### src/hdl/pao_params.svh
/*
  Offsets, field positions, reset values and counts of the phase accumulator oscillator.
  Assumes inclusion by bare name; definitions only.
*/
`ifndef PAO_PARAMS_SVH
`define PAO_PARAMS_SVH

// Register indices; byte address is four times the index
`define PAO_IDX_ACCL 14'h058C
`define PAO_IDX_ACCH 14'h058D
`define PAO_IDX_ACCU 14'h058E
`define PAO_IDX_INCL 14'h058F
`define PAO_IDX_INCH 14'h0590
`define PAO_IDX_INCU 14'h0591
`define PAO_IDX_CTRL 14'h0592
`define PAO_IDX_CLKS 14'h0593
`define PAO_IDX_IRQ 14'h0594

`define PAO_ACC_W 20
`define PAO_PW_W 7
// osc_control fields
`define PAO_CTRL_EN 7
`define PAO_CTRL_OUT 5
`define PAO_CTRL_INV 4
`define PAO_CTRL_PFM 0
// Clock select register fields
`define PAO_CLKS_PWS_LO 5
`define PAO_CLKS_CKS_LO 0
// Interrupt register fields
`define PAO_IRQ_FLAG 0
`define PAO_IRQ_IE 1
// Source select code of the high frequency internal oscillator
`define PAO_CKS_HFOSC 4'h1
`define PAO_RST_BYTE 8'h00
`define PAO_RST_ACC 20'h00000
`define PAO_RESP_OKAY 2'h0
`define PAO_RESP_SLVERR 2'h2

`endif

### src/hdl/pao_pkg.sv
/*
  Types of the phase accumulator oscillator.
  Assumes nothing of its surroundings.
*/
package pao_pkg;
  typedef enum logic {
    PAO_TOGGLE_MODE = 1'b0,
    PAO_PULSE_MODE = 1'b1
  } pao_mode_t;
endpackage : pao_pkg

### src/hdl/pao_oscillator.sv
/*
  Numerically controlled oscillator with AXI4-Lite register slave.
  Assumes source clock levels arrive synchronous to mclk and slower than mclk/2.
*/
// Function
// - 20-bit accumulator readable and writable through low, high, upper bytes.
// - Each source clock rising edge, accumulator becomes accumulator plus buffered increment.
// - Carry out of the addition is the raw overflow event.
// - Increment is 20 bits over low, high, upper byte registers, read/write.
// - Enabled: low increment write loads buffer on second source edge after.
// - Disabled: buffer loads right after any increment write; buffer is hidden.
// - Pulse select clear: output toggles on every overflow.
// - Pulse select set: output active after overflow for 1 to 128 periods.
// - Pulse wider than overflow interval leaves output without toggling.
// - Polarity bit is last stage; set inverts the output.
// - Polarity change with interrupts enabled raises the interrupt.
// - Overflow sets flag; request needs enable, flag enable, outer enables.
// - Any reset clears all oscillator registers to zero.
// - Keeps running in Sleep while the selected source runs.
// - Enabled with internal high frequency source keeps that oscillator running.
// - Source clock chosen by a multiplexer steered by the select field.
// - Overflow jitter at most one source period, none for exact division.
// - Width code is a power of two, 000 one period, 111 128.
// - Runs only while module enable is set.
// - Read-only status bit shows current output level.
`timescale 1ns/100ps
`include "pao_params.svh"

module pao_oscillator
  import pao_pkg::*;
#(
  parameter int NUM_SRC = 16
) (
  input wire logic mclk,
  input wire logic sys_rst,
  input wire logic [NUM_SRC-1:0] sourceClocks,
  input wire logic sleepMode,
  input wire logic [15:0] s_axi_awaddr,
  input wire logic s_axi_awvalid,
  output logic s_axi_awready,
  input wire logic [31:0] s_axi_wdata,
  input wire logic [3:0] s_axi_wstrb,
  input wire logic s_axi_wvalid,
  output logic s_axi_wready,
  output logic [1:0] s_axi_bresp,
  output logic s_axi_bvalid,
  input wire logic s_axi_bready,
  input wire logic [15:0] s_axi_araddr,
  input wire logic s_axi_arvalid,
  output logic s_axi_arready,
  output logic [31:0] s_axi_rdata,
  output logic [1:0] s_axi_rresp,
  output logic s_axi_rvalid,
  input wire logic s_axi_rready,
  output logic oscillatorOutput,
  output logic irqRequest,
  output logic hfOscKeepAlive
);

  // Select code is four bits wide, so at most 16 sources
  if (NUM_SRC < 1 || NUM_SRC > 16) begin : gBadNumSrc
    $error("NUM_SRC must lie in 1..16");
  end

  // Bus state
  logic awHeld_reg, awHeld_next, wHeld_reg, wHeld_next;
  logic [13:0] wIdx_reg, wIdx_next;
  logic [7:0] wByte_reg, wByte_next;
  logic wLane_reg, wLane_next;
  logic awReady_reg, awReady_next, wReady_reg, wReady_next;
  logic bValid_reg, bValid_next, arReady_reg, arReady_next, rValid_reg, rValid_next;
  logic [1:0] bResp_reg, bResp_next, rResp_reg, rResp_next;
  logic [31:0] rData_reg, rData_next;
  // Oscillator state
  logic [`PAO_ACC_W-1:0] acc_reg, acc_next, inc_reg, inc_next, incBuf_reg, incBuf_next;
  logic enable_reg, enable_next, invert_reg, invert_next;
  pao_mode_t mode_reg, mode_next;
  logic [2:0] pws_reg, pws_next;
  logic [3:0] cks_reg, cks_next;
  logic irqFlag_reg, irqFlag_next, irqEn_reg, irqEn_next;
  logic [1:0] loadWait_reg, loadWait_next;
  logic loadNow_reg, loadNow_next;
  logic srcPrev_reg, srcPrev_next, rawOut_reg, rawOut_next;
  logic [`PAO_PW_W-1:0] pwCnt_reg, pwCnt_next;
  logic oscOut_reg, oscOut_next, irqReq_reg, irqReq_next, hfKeep_reg, hfKeep_next;

  logic srcLevel, srcTick, carry, doWrite, hit, rHit;
  logic [`PAO_ACC_W-1:0] sum;
  logic [`PAO_PW_W-1:0] widthM1;
  logic [7:0] rByte;
  logic [13:0] rIdx;

  always_comb begin
    srcLevel = (32'(cks_reg) < NUM_SRC) ? sourceClocks[cks_reg] : 1'b0;
    srcTick = srcLevel & ~srcPrev_reg & enable_reg;
    {carry, sum} = {1'b0, acc_reg} + {1'b0, incBuf_reg};
    widthM1 = `PAO_PW_W'((8'h01 << pws_reg) - 8'h01);
    doWrite = awHeld_reg & wHeld_reg & ~bValid_reg;
    rIdx = s_axi_araddr[15:2];
    // Defaults
    awHeld_next = awHeld_reg | (s_axi_awvalid & awReady_reg);
    wHeld_next = wHeld_reg | (s_axi_wvalid & wReady_reg);
    wIdx_next = (s_axi_awvalid & awReady_reg) ? s_axi_awaddr[15:2] : wIdx_reg;
    wByte_next = (s_axi_wvalid & wReady_reg) ? s_axi_wdata[7:0] : wByte_reg;
    wLane_next = (s_axi_wvalid & wReady_reg) ? s_axi_wstrb[0] : wLane_reg;
    bValid_next = bValid_reg & ~s_axi_bready;
    bResp_next = bResp_reg;
    acc_next = acc_reg;
    inc_next = inc_reg;
    incBuf_next = incBuf_reg;
    enable_next = enable_reg;
    invert_next = invert_reg;
    mode_next = mode_reg;
    pws_next = pws_reg;
    cks_next = cks_reg;
    irqEn_next = irqEn_reg;
    irqFlag_next = irqFlag_reg;
    loadWait_next = loadWait_reg;
    loadNow_next = 1'b0;
    srcPrev_next = srcLevel;
    rawOut_next = rawOut_reg;
    pwCnt_next = pwCnt_reg;
    hit = 1'b1;
    // Register write
    if (doWrite) begin
      awHeld_next = 1'b0;
      wHeld_next = 1'b0;
      bValid_next = 1'b1;
      if (wLane_reg) begin
        case (wIdx_reg)
          `PAO_IDX_ACCL: acc_next[7:0] = wByte_reg;
          `PAO_IDX_ACCH: acc_next[15:8] = wByte_reg;
          `PAO_IDX_ACCU: acc_next[19:16] = wByte_reg[3:0];
          `PAO_IDX_INCL: inc_next[7:0] = wByte_reg;
          `PAO_IDX_INCH: inc_next[15:8] = wByte_reg;
          `PAO_IDX_INCU: inc_next[19:16] = wByte_reg[3:0];
          `PAO_IDX_CTRL: begin
            enable_next = wByte_reg[`PAO_CTRL_EN];
            invert_next = wByte_reg[`PAO_CTRL_INV];
            mode_next = pao_mode_t'(wByte_reg[`PAO_CTRL_PFM]);
          end
          `PAO_IDX_CLKS: begin
            pws_next = wByte_reg[`PAO_CLKS_PWS_LO +: 3];
            cks_next = wByte_reg[`PAO_CLKS_CKS_LO +: 4];
          end
          `PAO_IDX_IRQ: begin
            irqFlag_next = wByte_reg[`PAO_IRQ_FLAG];
            irqEn_next = wByte_reg[`PAO_IRQ_IE];
          end
          default: hit = 1'b0;
        endcase
        if (wIdx_reg == `PAO_IDX_INCL && enable_reg) begin
          loadWait_next = 2'h2;
        end
        if (!enable_reg && (wIdx_reg == `PAO_IDX_INCL || wIdx_reg == `PAO_IDX_INCH ||
            wIdx_reg == `PAO_IDX_INCU)) begin
          loadNow_next = 1'b1;
        end
      end else begin
        hit = (wIdx_reg >= `PAO_IDX_ACCL) && (wIdx_reg <= `PAO_IDX_IRQ);
      end
      bResp_next = hit ? `PAO_RESP_OKAY : `PAO_RESP_SLVERR;
    end
    if (loadNow_reg) begin
      incBuf_next = inc_reg;
    end
    // Second source edge after the low byte write copies all three bytes
    if (srcTick && loadWait_reg != 2'h0) begin
      loadWait_next = loadWait_reg - 2'h1;
      if (loadWait_reg == 2'h1) begin
        incBuf_next = inc_reg;
      end
    end
    if (srcTick) begin
      acc_next = sum;
      if (carry) begin
        irqFlag_next = 1'b1;
      end
      if (mode_reg == PAO_TOGGLE_MODE) begin
        if (carry) begin
          rawOut_next = ~rawOut_reg;
        end
      end else if (carry) begin
        rawOut_next = 1'b1;
        pwCnt_next = widthM1;
      end else if (pwCnt_reg != '0) begin
        pwCnt_next = pwCnt_reg - `PAO_PW_W'(1);
      end else begin
        rawOut_next = 1'b0;
      end
    end
    if (!enable_reg) begin
      rawOut_next = 1'b0;
      pwCnt_next = '0;
      loadWait_next = 2'h0;
    end
    // Polarity change while interrupts enabled
    if (invert_next != invert_reg && irqEn_reg) begin
      irqFlag_next = 1'b1;
    end
    oscOut_next = rawOut_next ^ invert_next;
    irqReq_next = irqFlag_next & irqEn_next & enable_next;
    hfKeep_next = enable_next && (cks_next == `PAO_CKS_HFOSC);
    awReady_next = ~awHeld_next & ~bValid_next;
    wReady_next = ~wHeld_next & ~bValid_next;
    // Read channel
    rValid_next = rValid_reg & ~s_axi_rready;
    rData_next = rData_reg;
    rResp_next = rResp_reg;
    rHit = 1'b1;
    case (rIdx)
      `PAO_IDX_ACCL: rByte = acc_reg[7:0];
      `PAO_IDX_ACCH: rByte = acc_reg[15:8];
      `PAO_IDX_ACCU: rByte = {4'h0, acc_reg[19:16]};
      `PAO_IDX_INCL: rByte = inc_reg[7:0];
      `PAO_IDX_INCH: rByte = inc_reg[15:8];
      `PAO_IDX_INCU: rByte = {4'h0, inc_reg[19:16]};
      `PAO_IDX_CTRL: rByte = {enable_reg, 1'b0, oscOut_reg, invert_reg, 3'h0, mode_reg};
      `PAO_IDX_CLKS: rByte = {pws_reg, 1'b0, cks_reg};
      `PAO_IDX_IRQ: rByte = {6'h00, irqEn_reg, irqFlag_reg};
      default: begin
        rByte = 8'h00;
        rHit = 1'b0;
      end
    endcase
    if (s_axi_arvalid && arReady_reg) begin
      rValid_next = 1'b1;
      rData_next = {24'h000000, rByte};
      rResp_next = rHit ? `PAO_RESP_OKAY : `PAO_RESP_SLVERR;
    end
    arReady_next = ~rValid_next;
  end

  always_ff @(posedge mclk) begin
    if (sys_rst) begin
      awHeld_reg <= 1'b0;
      wHeld_reg <= 1'b0;
      wIdx_reg <= 14'h0000;
      wByte_reg <= `PAO_RST_BYTE;
      wLane_reg <= 1'b0;
      awReady_reg <= 1'b0;
      wReady_reg <= 1'b0;
      bValid_reg <= 1'b0;
      bResp_reg <= `PAO_RESP_OKAY;
      arReady_reg <= 1'b0;
      rValid_reg <= 1'b0;
      rResp_reg <= `PAO_RESP_OKAY;
      rData_reg <= 32'h00000000;
      acc_reg <= `PAO_RST_ACC;
      inc_reg <= `PAO_RST_ACC;
      incBuf_reg <= `PAO_RST_ACC;
      enable_reg <= 1'b0;
      invert_reg <= 1'b0;
      mode_reg <= PAO_TOGGLE_MODE;
      pws_reg <= 3'h0;
      cks_reg <= 4'h0;
      irqFlag_reg <= 1'b0;
      irqEn_reg <= 1'b0;
      loadWait_reg <= 2'h0;
      loadNow_reg <= 1'b0;
      srcPrev_reg <= 1'b0;
      rawOut_reg <= 1'b0;
      pwCnt_reg <= '0;
      oscOut_reg <= 1'b0;
      irqReq_reg <= 1'b0;
      hfKeep_reg <= 1'b0;
    end else begin
      awHeld_reg <= awHeld_next;
      wHeld_reg <= wHeld_next;
      wIdx_reg <= wIdx_next;
      wByte_reg <= wByte_next;
      wLane_reg <= wLane_next;
      awReady_reg <= awReady_next;
      wReady_reg <= wReady_next;
      bValid_reg <= bValid_next;
      bResp_reg <= bResp_next;
      arReady_reg <= arReady_next;
      rValid_reg <= rValid_next;
      rResp_reg <= rResp_next;
      rData_reg <= rData_next;
      acc_reg <= acc_next;
      inc_reg <= inc_next;
      incBuf_reg <= incBuf_next;
      enable_reg <= enable_next;
      invert_reg <= invert_next;
      mode_reg <= mode_next;
      pws_reg <= pws_next;
      cks_reg <= cks_next;
      irqFlag_reg <= irqFlag_next;
      irqEn_reg <= irqEn_next;
      loadWait_reg <= loadWait_next;
      loadNow_reg <= loadNow_next;
      srcPrev_reg <= srcPrev_next;
      rawOut_reg <= rawOut_next;
      pwCnt_reg <= pwCnt_next;
      oscOut_reg <= oscOut_next;
      irqReq_reg <= irqReq_next;
      hfKeep_reg <= hfKeep_next;
    end
  end

  // Sleep does not stop the oscillator; it runs from its source alone
  logic unusedSleep;
  assign unusedSleep = sleepMode;

  assign s_axi_awready = awReady_reg;
  assign s_axi_wready = wReady_reg;
  assign s_axi_bvalid = bValid_reg;
  assign s_axi_bresp = bResp_reg;
  assign s_axi_arready = arReady_reg;
  assign s_axi_rvalid = rValid_reg;
  assign s_axi_rdata = rData_reg;
  assign s_axi_rresp = rResp_reg;
  assign oscillatorOutput = oscOut_reg;
  assign irqRequest = irqReq_reg;
  assign hfOscKeepAlive = hfKeep_reg;

endmodule : pao_oscillator

### config.mk
export PLATFORM = sky130hd
export DESIGN_NAME = pao_oscillator
export DESIGN_NICKNAME = d
export VERILOG_FILES = /design/src/hdl/pao_pkg.sv /design/src/hdl/pao_oscillator.sv
export VERILOG_INCLUDE_DIRS = /design/src /design/src/hdl
export SDC_FILE = /design/constraint.sdc
export NUM_CORES = 1
export LEC_CHECK = 0
export BUFFER_PORTS_ARGS = -buffer_cell sky130_fd_sc_hd__buf_4
export CORE_MARGIN = 2
export CORE_UTILIZATION = 56
export DETAILED_ROUTE_END_ITERATION = 7
export PLACE_DENSITY_LB_ADDON = 0.05
export SLEW_MARGIN = 20
export SYNTH_ARGS = -nofsm -noshare
export SYNTH_HDL_FRONTEND = slang
export SYNTH_SLANG_ARGS = --single-unit
### constraint.sdc
create_clock -name mclk -period 5.4 [get_ports mclk]
set_input_delay 0.27 -clock mclk [delete_from_list [all_inputs] [get_ports mclk]]
set_output_delay 0.27 -clock mclk [all_outputs]
set_load 0.01 [all_outputs]
==> results.json <==
{
  "start_util": 0.571,
  "synth_top_area_frac": 0.372,
  "maxCapViolCount": 0,
  "fmax_mhz": 239,
  "routed_via_density": 5.92,
  "worst_slew_pin_slew_ns": 0.945,
  "fin_crit_sh": 0.776,
  "drc_errors": 0,
  "post-place-ws_ns": 1.28,
  "ios": 136,
  "port_buffers": 77,
  "hold_start": "s_axi_awaddr[7]",
  "final-max-slew-violation-count": 0,
  "wl_per_cell_um": 17.8,
  "final_common_cell": "dfxtp_1",
  "r2r-start": "acc_reg[0]",
  "gp_congestion": 0.890,
  "first_pass_iters": 7,
  "htree_levels": 4,
  "drive_above_1_share": 0.165,
  "vias": 5857,
  "synth-xor-area-share": 0.0192,
  "power_frac_seq": 0.408,
  "muxShareOfSynthArea": 0.141,
  "swShare": 0.207,
  "insertion_delay_ns": 0.42,
  "required_ns": 5.76,
  "nNetsFinal": 947,
  "hold_viol_final": 0,
  "drt-initial-drc-count": 525,
  "start_kind": "flip-flop",
  "p_int_mw": 1.89,
  "track_usage": 0.280,
  "synth.distinct_cells": 74,
  "dieWidth_um": 114,
  "core_um2": 12000,
  "outcome": "finished, final reports clean",
  "rows": 40,
  "synthArstFlopShare": 0,
  "grt_overflow": 0,
  "dieArea_um2": 13100,
  "cts_made_buffers": 17,
  "diodes": 0,
  "clkTransAtPathRegs_ns": 0.06,
  "first_global_vias": 5539,
  "fillers": 1027,
  "synth_area_um2": 6830,
  "switchingPower_mw": 0.493,
  "powerDensity_nw_per_um2": 299,
  "critical_path_arrival_ns": 4.55,
  "yosys.area_share.simple": 0.192,
  "p_total_mw": 2.39,
  "power_leakage_nw": 3.27,
  "dieHeight_um": 114,
  "cts_setup_buffers": 0,
  "yosysWarningCount": 0,
  "antenna_found_initial": 0,
  "grt_max_degree": 92,
  "setup_ws_ns": 1.21,
  "p_clk_frac": 0.545,
  "layout_common_cells": "dfxtp_1 (127), nor2_1 (110), buf_4 (80)",
  "whs_path_depth": 3,
  "ys.flop_type": "dfxtp_1",
  "cts_resized": 0,
  "synth.area.top_cells": "dfxtp_1 (37%), mux2i_1 (11%), nor2_1 (6.0%)",
  "synth_edf_count": 0,
  "skew_ns": 0.0101,
  "endpoint_kind": "flip-flop",
  "synth_compound_area_frac": 0.164,
  "timing.reg2reg.setup_slack_ns": 1.21,
  "min_period_ns": 4.19,
  "setup_viol": 0,
  "dp.cells": 959,
  "timing.rr.end": "pwCnt_reg[6]",
  "final_area_um2": 7980,
  "ant_nets": 0,
  "synth_area_leader_cell": "dfxtp_1",
  "peakVddDrop_mv": 0.271,
  "synth_top_family_by_area": "simple AND/OR/NAND/NOR gates",
  "synth_fa_ha_area_frac": 0.0451,
  "finalSetupTns_ns": 0,
  "place_area_um2": 7310,
  "drt-total-wl_um": 17600,
  "synth-seq-cells": 127,
  "grt_pass1_wl_um": 28200,
  "hold_buffers": 0,
  "clkSinkCount": 127,
  "syn_to_final_growth_pct": 16.8,
  "crit_type": "reg2reg",
  "cts_tree": "built",
  "slew_headroom": 0.370,
  "cts.path.max_buffers": 2,
  "r2r_cells": 16,
  "synthCells": 778,
  "p_comb_frac": 0.047,
  "min_path_type": "in2reg",
  "synth_seq_area_share": 0.372,
  "worst_hold_path.endpoint": "wIdx_reg[5]",
  "path_max_fanout": 19,
  "dp_hpwl_um": 12600,
  "final_cells": 990,
  "root_buffer": "clkbuf_16",
  "rsz0062_at_grt": "no",
  "syn_area_per_cell_um2": 8.78
}
[per-stage QoR]
| step | utilization | hold WS (ns) |
|---|---|---|
| after floorplan | - | 0.406 |
| after global placement | 0.611 | 0.437 |
| after detailed placement | 0.611 | 0.448 |
| after CTS | 0.667 | 0.0888 |
| after global routing | 0.667 | 0.0981 |
| final | 0.667 | 0.0943 |
[layer usage]
layer,part of all wire,GRT usage,vias to the layer above
li1,-,-,2831
met1,0.44,0.374,2740
met2,0.46,0.436,244
met3,0.072,0.0572,42
met4,0.031,0.127,0
met5,0,0,-
[power by group through the flow]
stage	Combinational, mW	Clock, mW	Sequential, mW
3_3_place_gp	0.110	0	0.991
2_1_floorplan	0.0751	0	0.985
5_1_grt	0.125	1.36	0.975
3_5_place_dp	0.113	0	0.992
4_1_cts	0.113	1.31	0.972
6_report	0.113	1.30	0.973
[how the worst max path moves through the flow]
stage                    start            to  depth (start not counted)
CTS                 acc_reg[0]  pwCnt_reg[6]                         16
detailed placement  acc_reg[0]  pwCnt_reg[6]                         16
finish              acc_reg[0]  pwCnt_reg[6]                         16
global placement    acc_reg[0]  pwCnt_reg[6]                         16
global route        acc_reg[0]  pwCnt_reg[6]                         16
floorplan           acc_reg[0]  pwCnt_reg[6]                         17
[kinds of logic after synthesis]
| logic type | after synthesis |
|---|---|
| simple gates | 281 |
| compound gates | 158 |
| flops | 127 |
| mux | 89 |
| buf+inv | 83 |
| fa+ha+maj | 24 |
| xor+xnor | 15 |
| other cells | 1 |
[critical path, cell delays in order (launching register included)]
cell,delay [ns]
dfxtp_1,0.33
ha_1,0.26
fa_1,0.46
a211oi_2,0.20
nor2_1,0.13
o311ai_4,0.29
a31oi_2,0.20
a221oi_4,0.32
buf_4,0.31
mux2i_1,0.26
ha_1,0.36
nand2_1,0.13
or3_1,0.34
nor3_1,0.14
mux2i_1,0.11
o22ai_1,0.17
and2_1,0.14
[synth_stat cells, types with 4 or more instances]
library cell,count
a211oi_1,21
a21o_1,8
a21oi_1,54
a221oi_1,5
a222oi_1,5
a22oi_1,4
a31oi_1,6
and2_1,6
and3_1,10
buf_2,4
buf_4,29
clkbuf_1,32
dfxtp_1,127
ha_1,23
inv_1,12
mux2_2,7
mux2i_1,77
mux4_1,4
nand2_1,76
nand2b_1,4
nand3_1,13
nor2_1,110
nor2_2,5
nor2b_1,4
nor3_1,22
nor3b_1,4
o21ai_0,15
o21bai_1,5
or3_1,4
xnor2_1,9
xor2_1,6
[final cells by class]
type,count,area (µm²),share of cell area
clock inverters,11,211,0.0265
well taps,147,184,0.0231
repair buffers,80,601,0.0753
inverters,12,45.0,0.00565
flip-flops and latches,127,2540,0.319
multi-input cells,593,3940,0.493
clock buffers,20,457,0.0573
No activity file was read; power rests on OpenSTA's default activity.
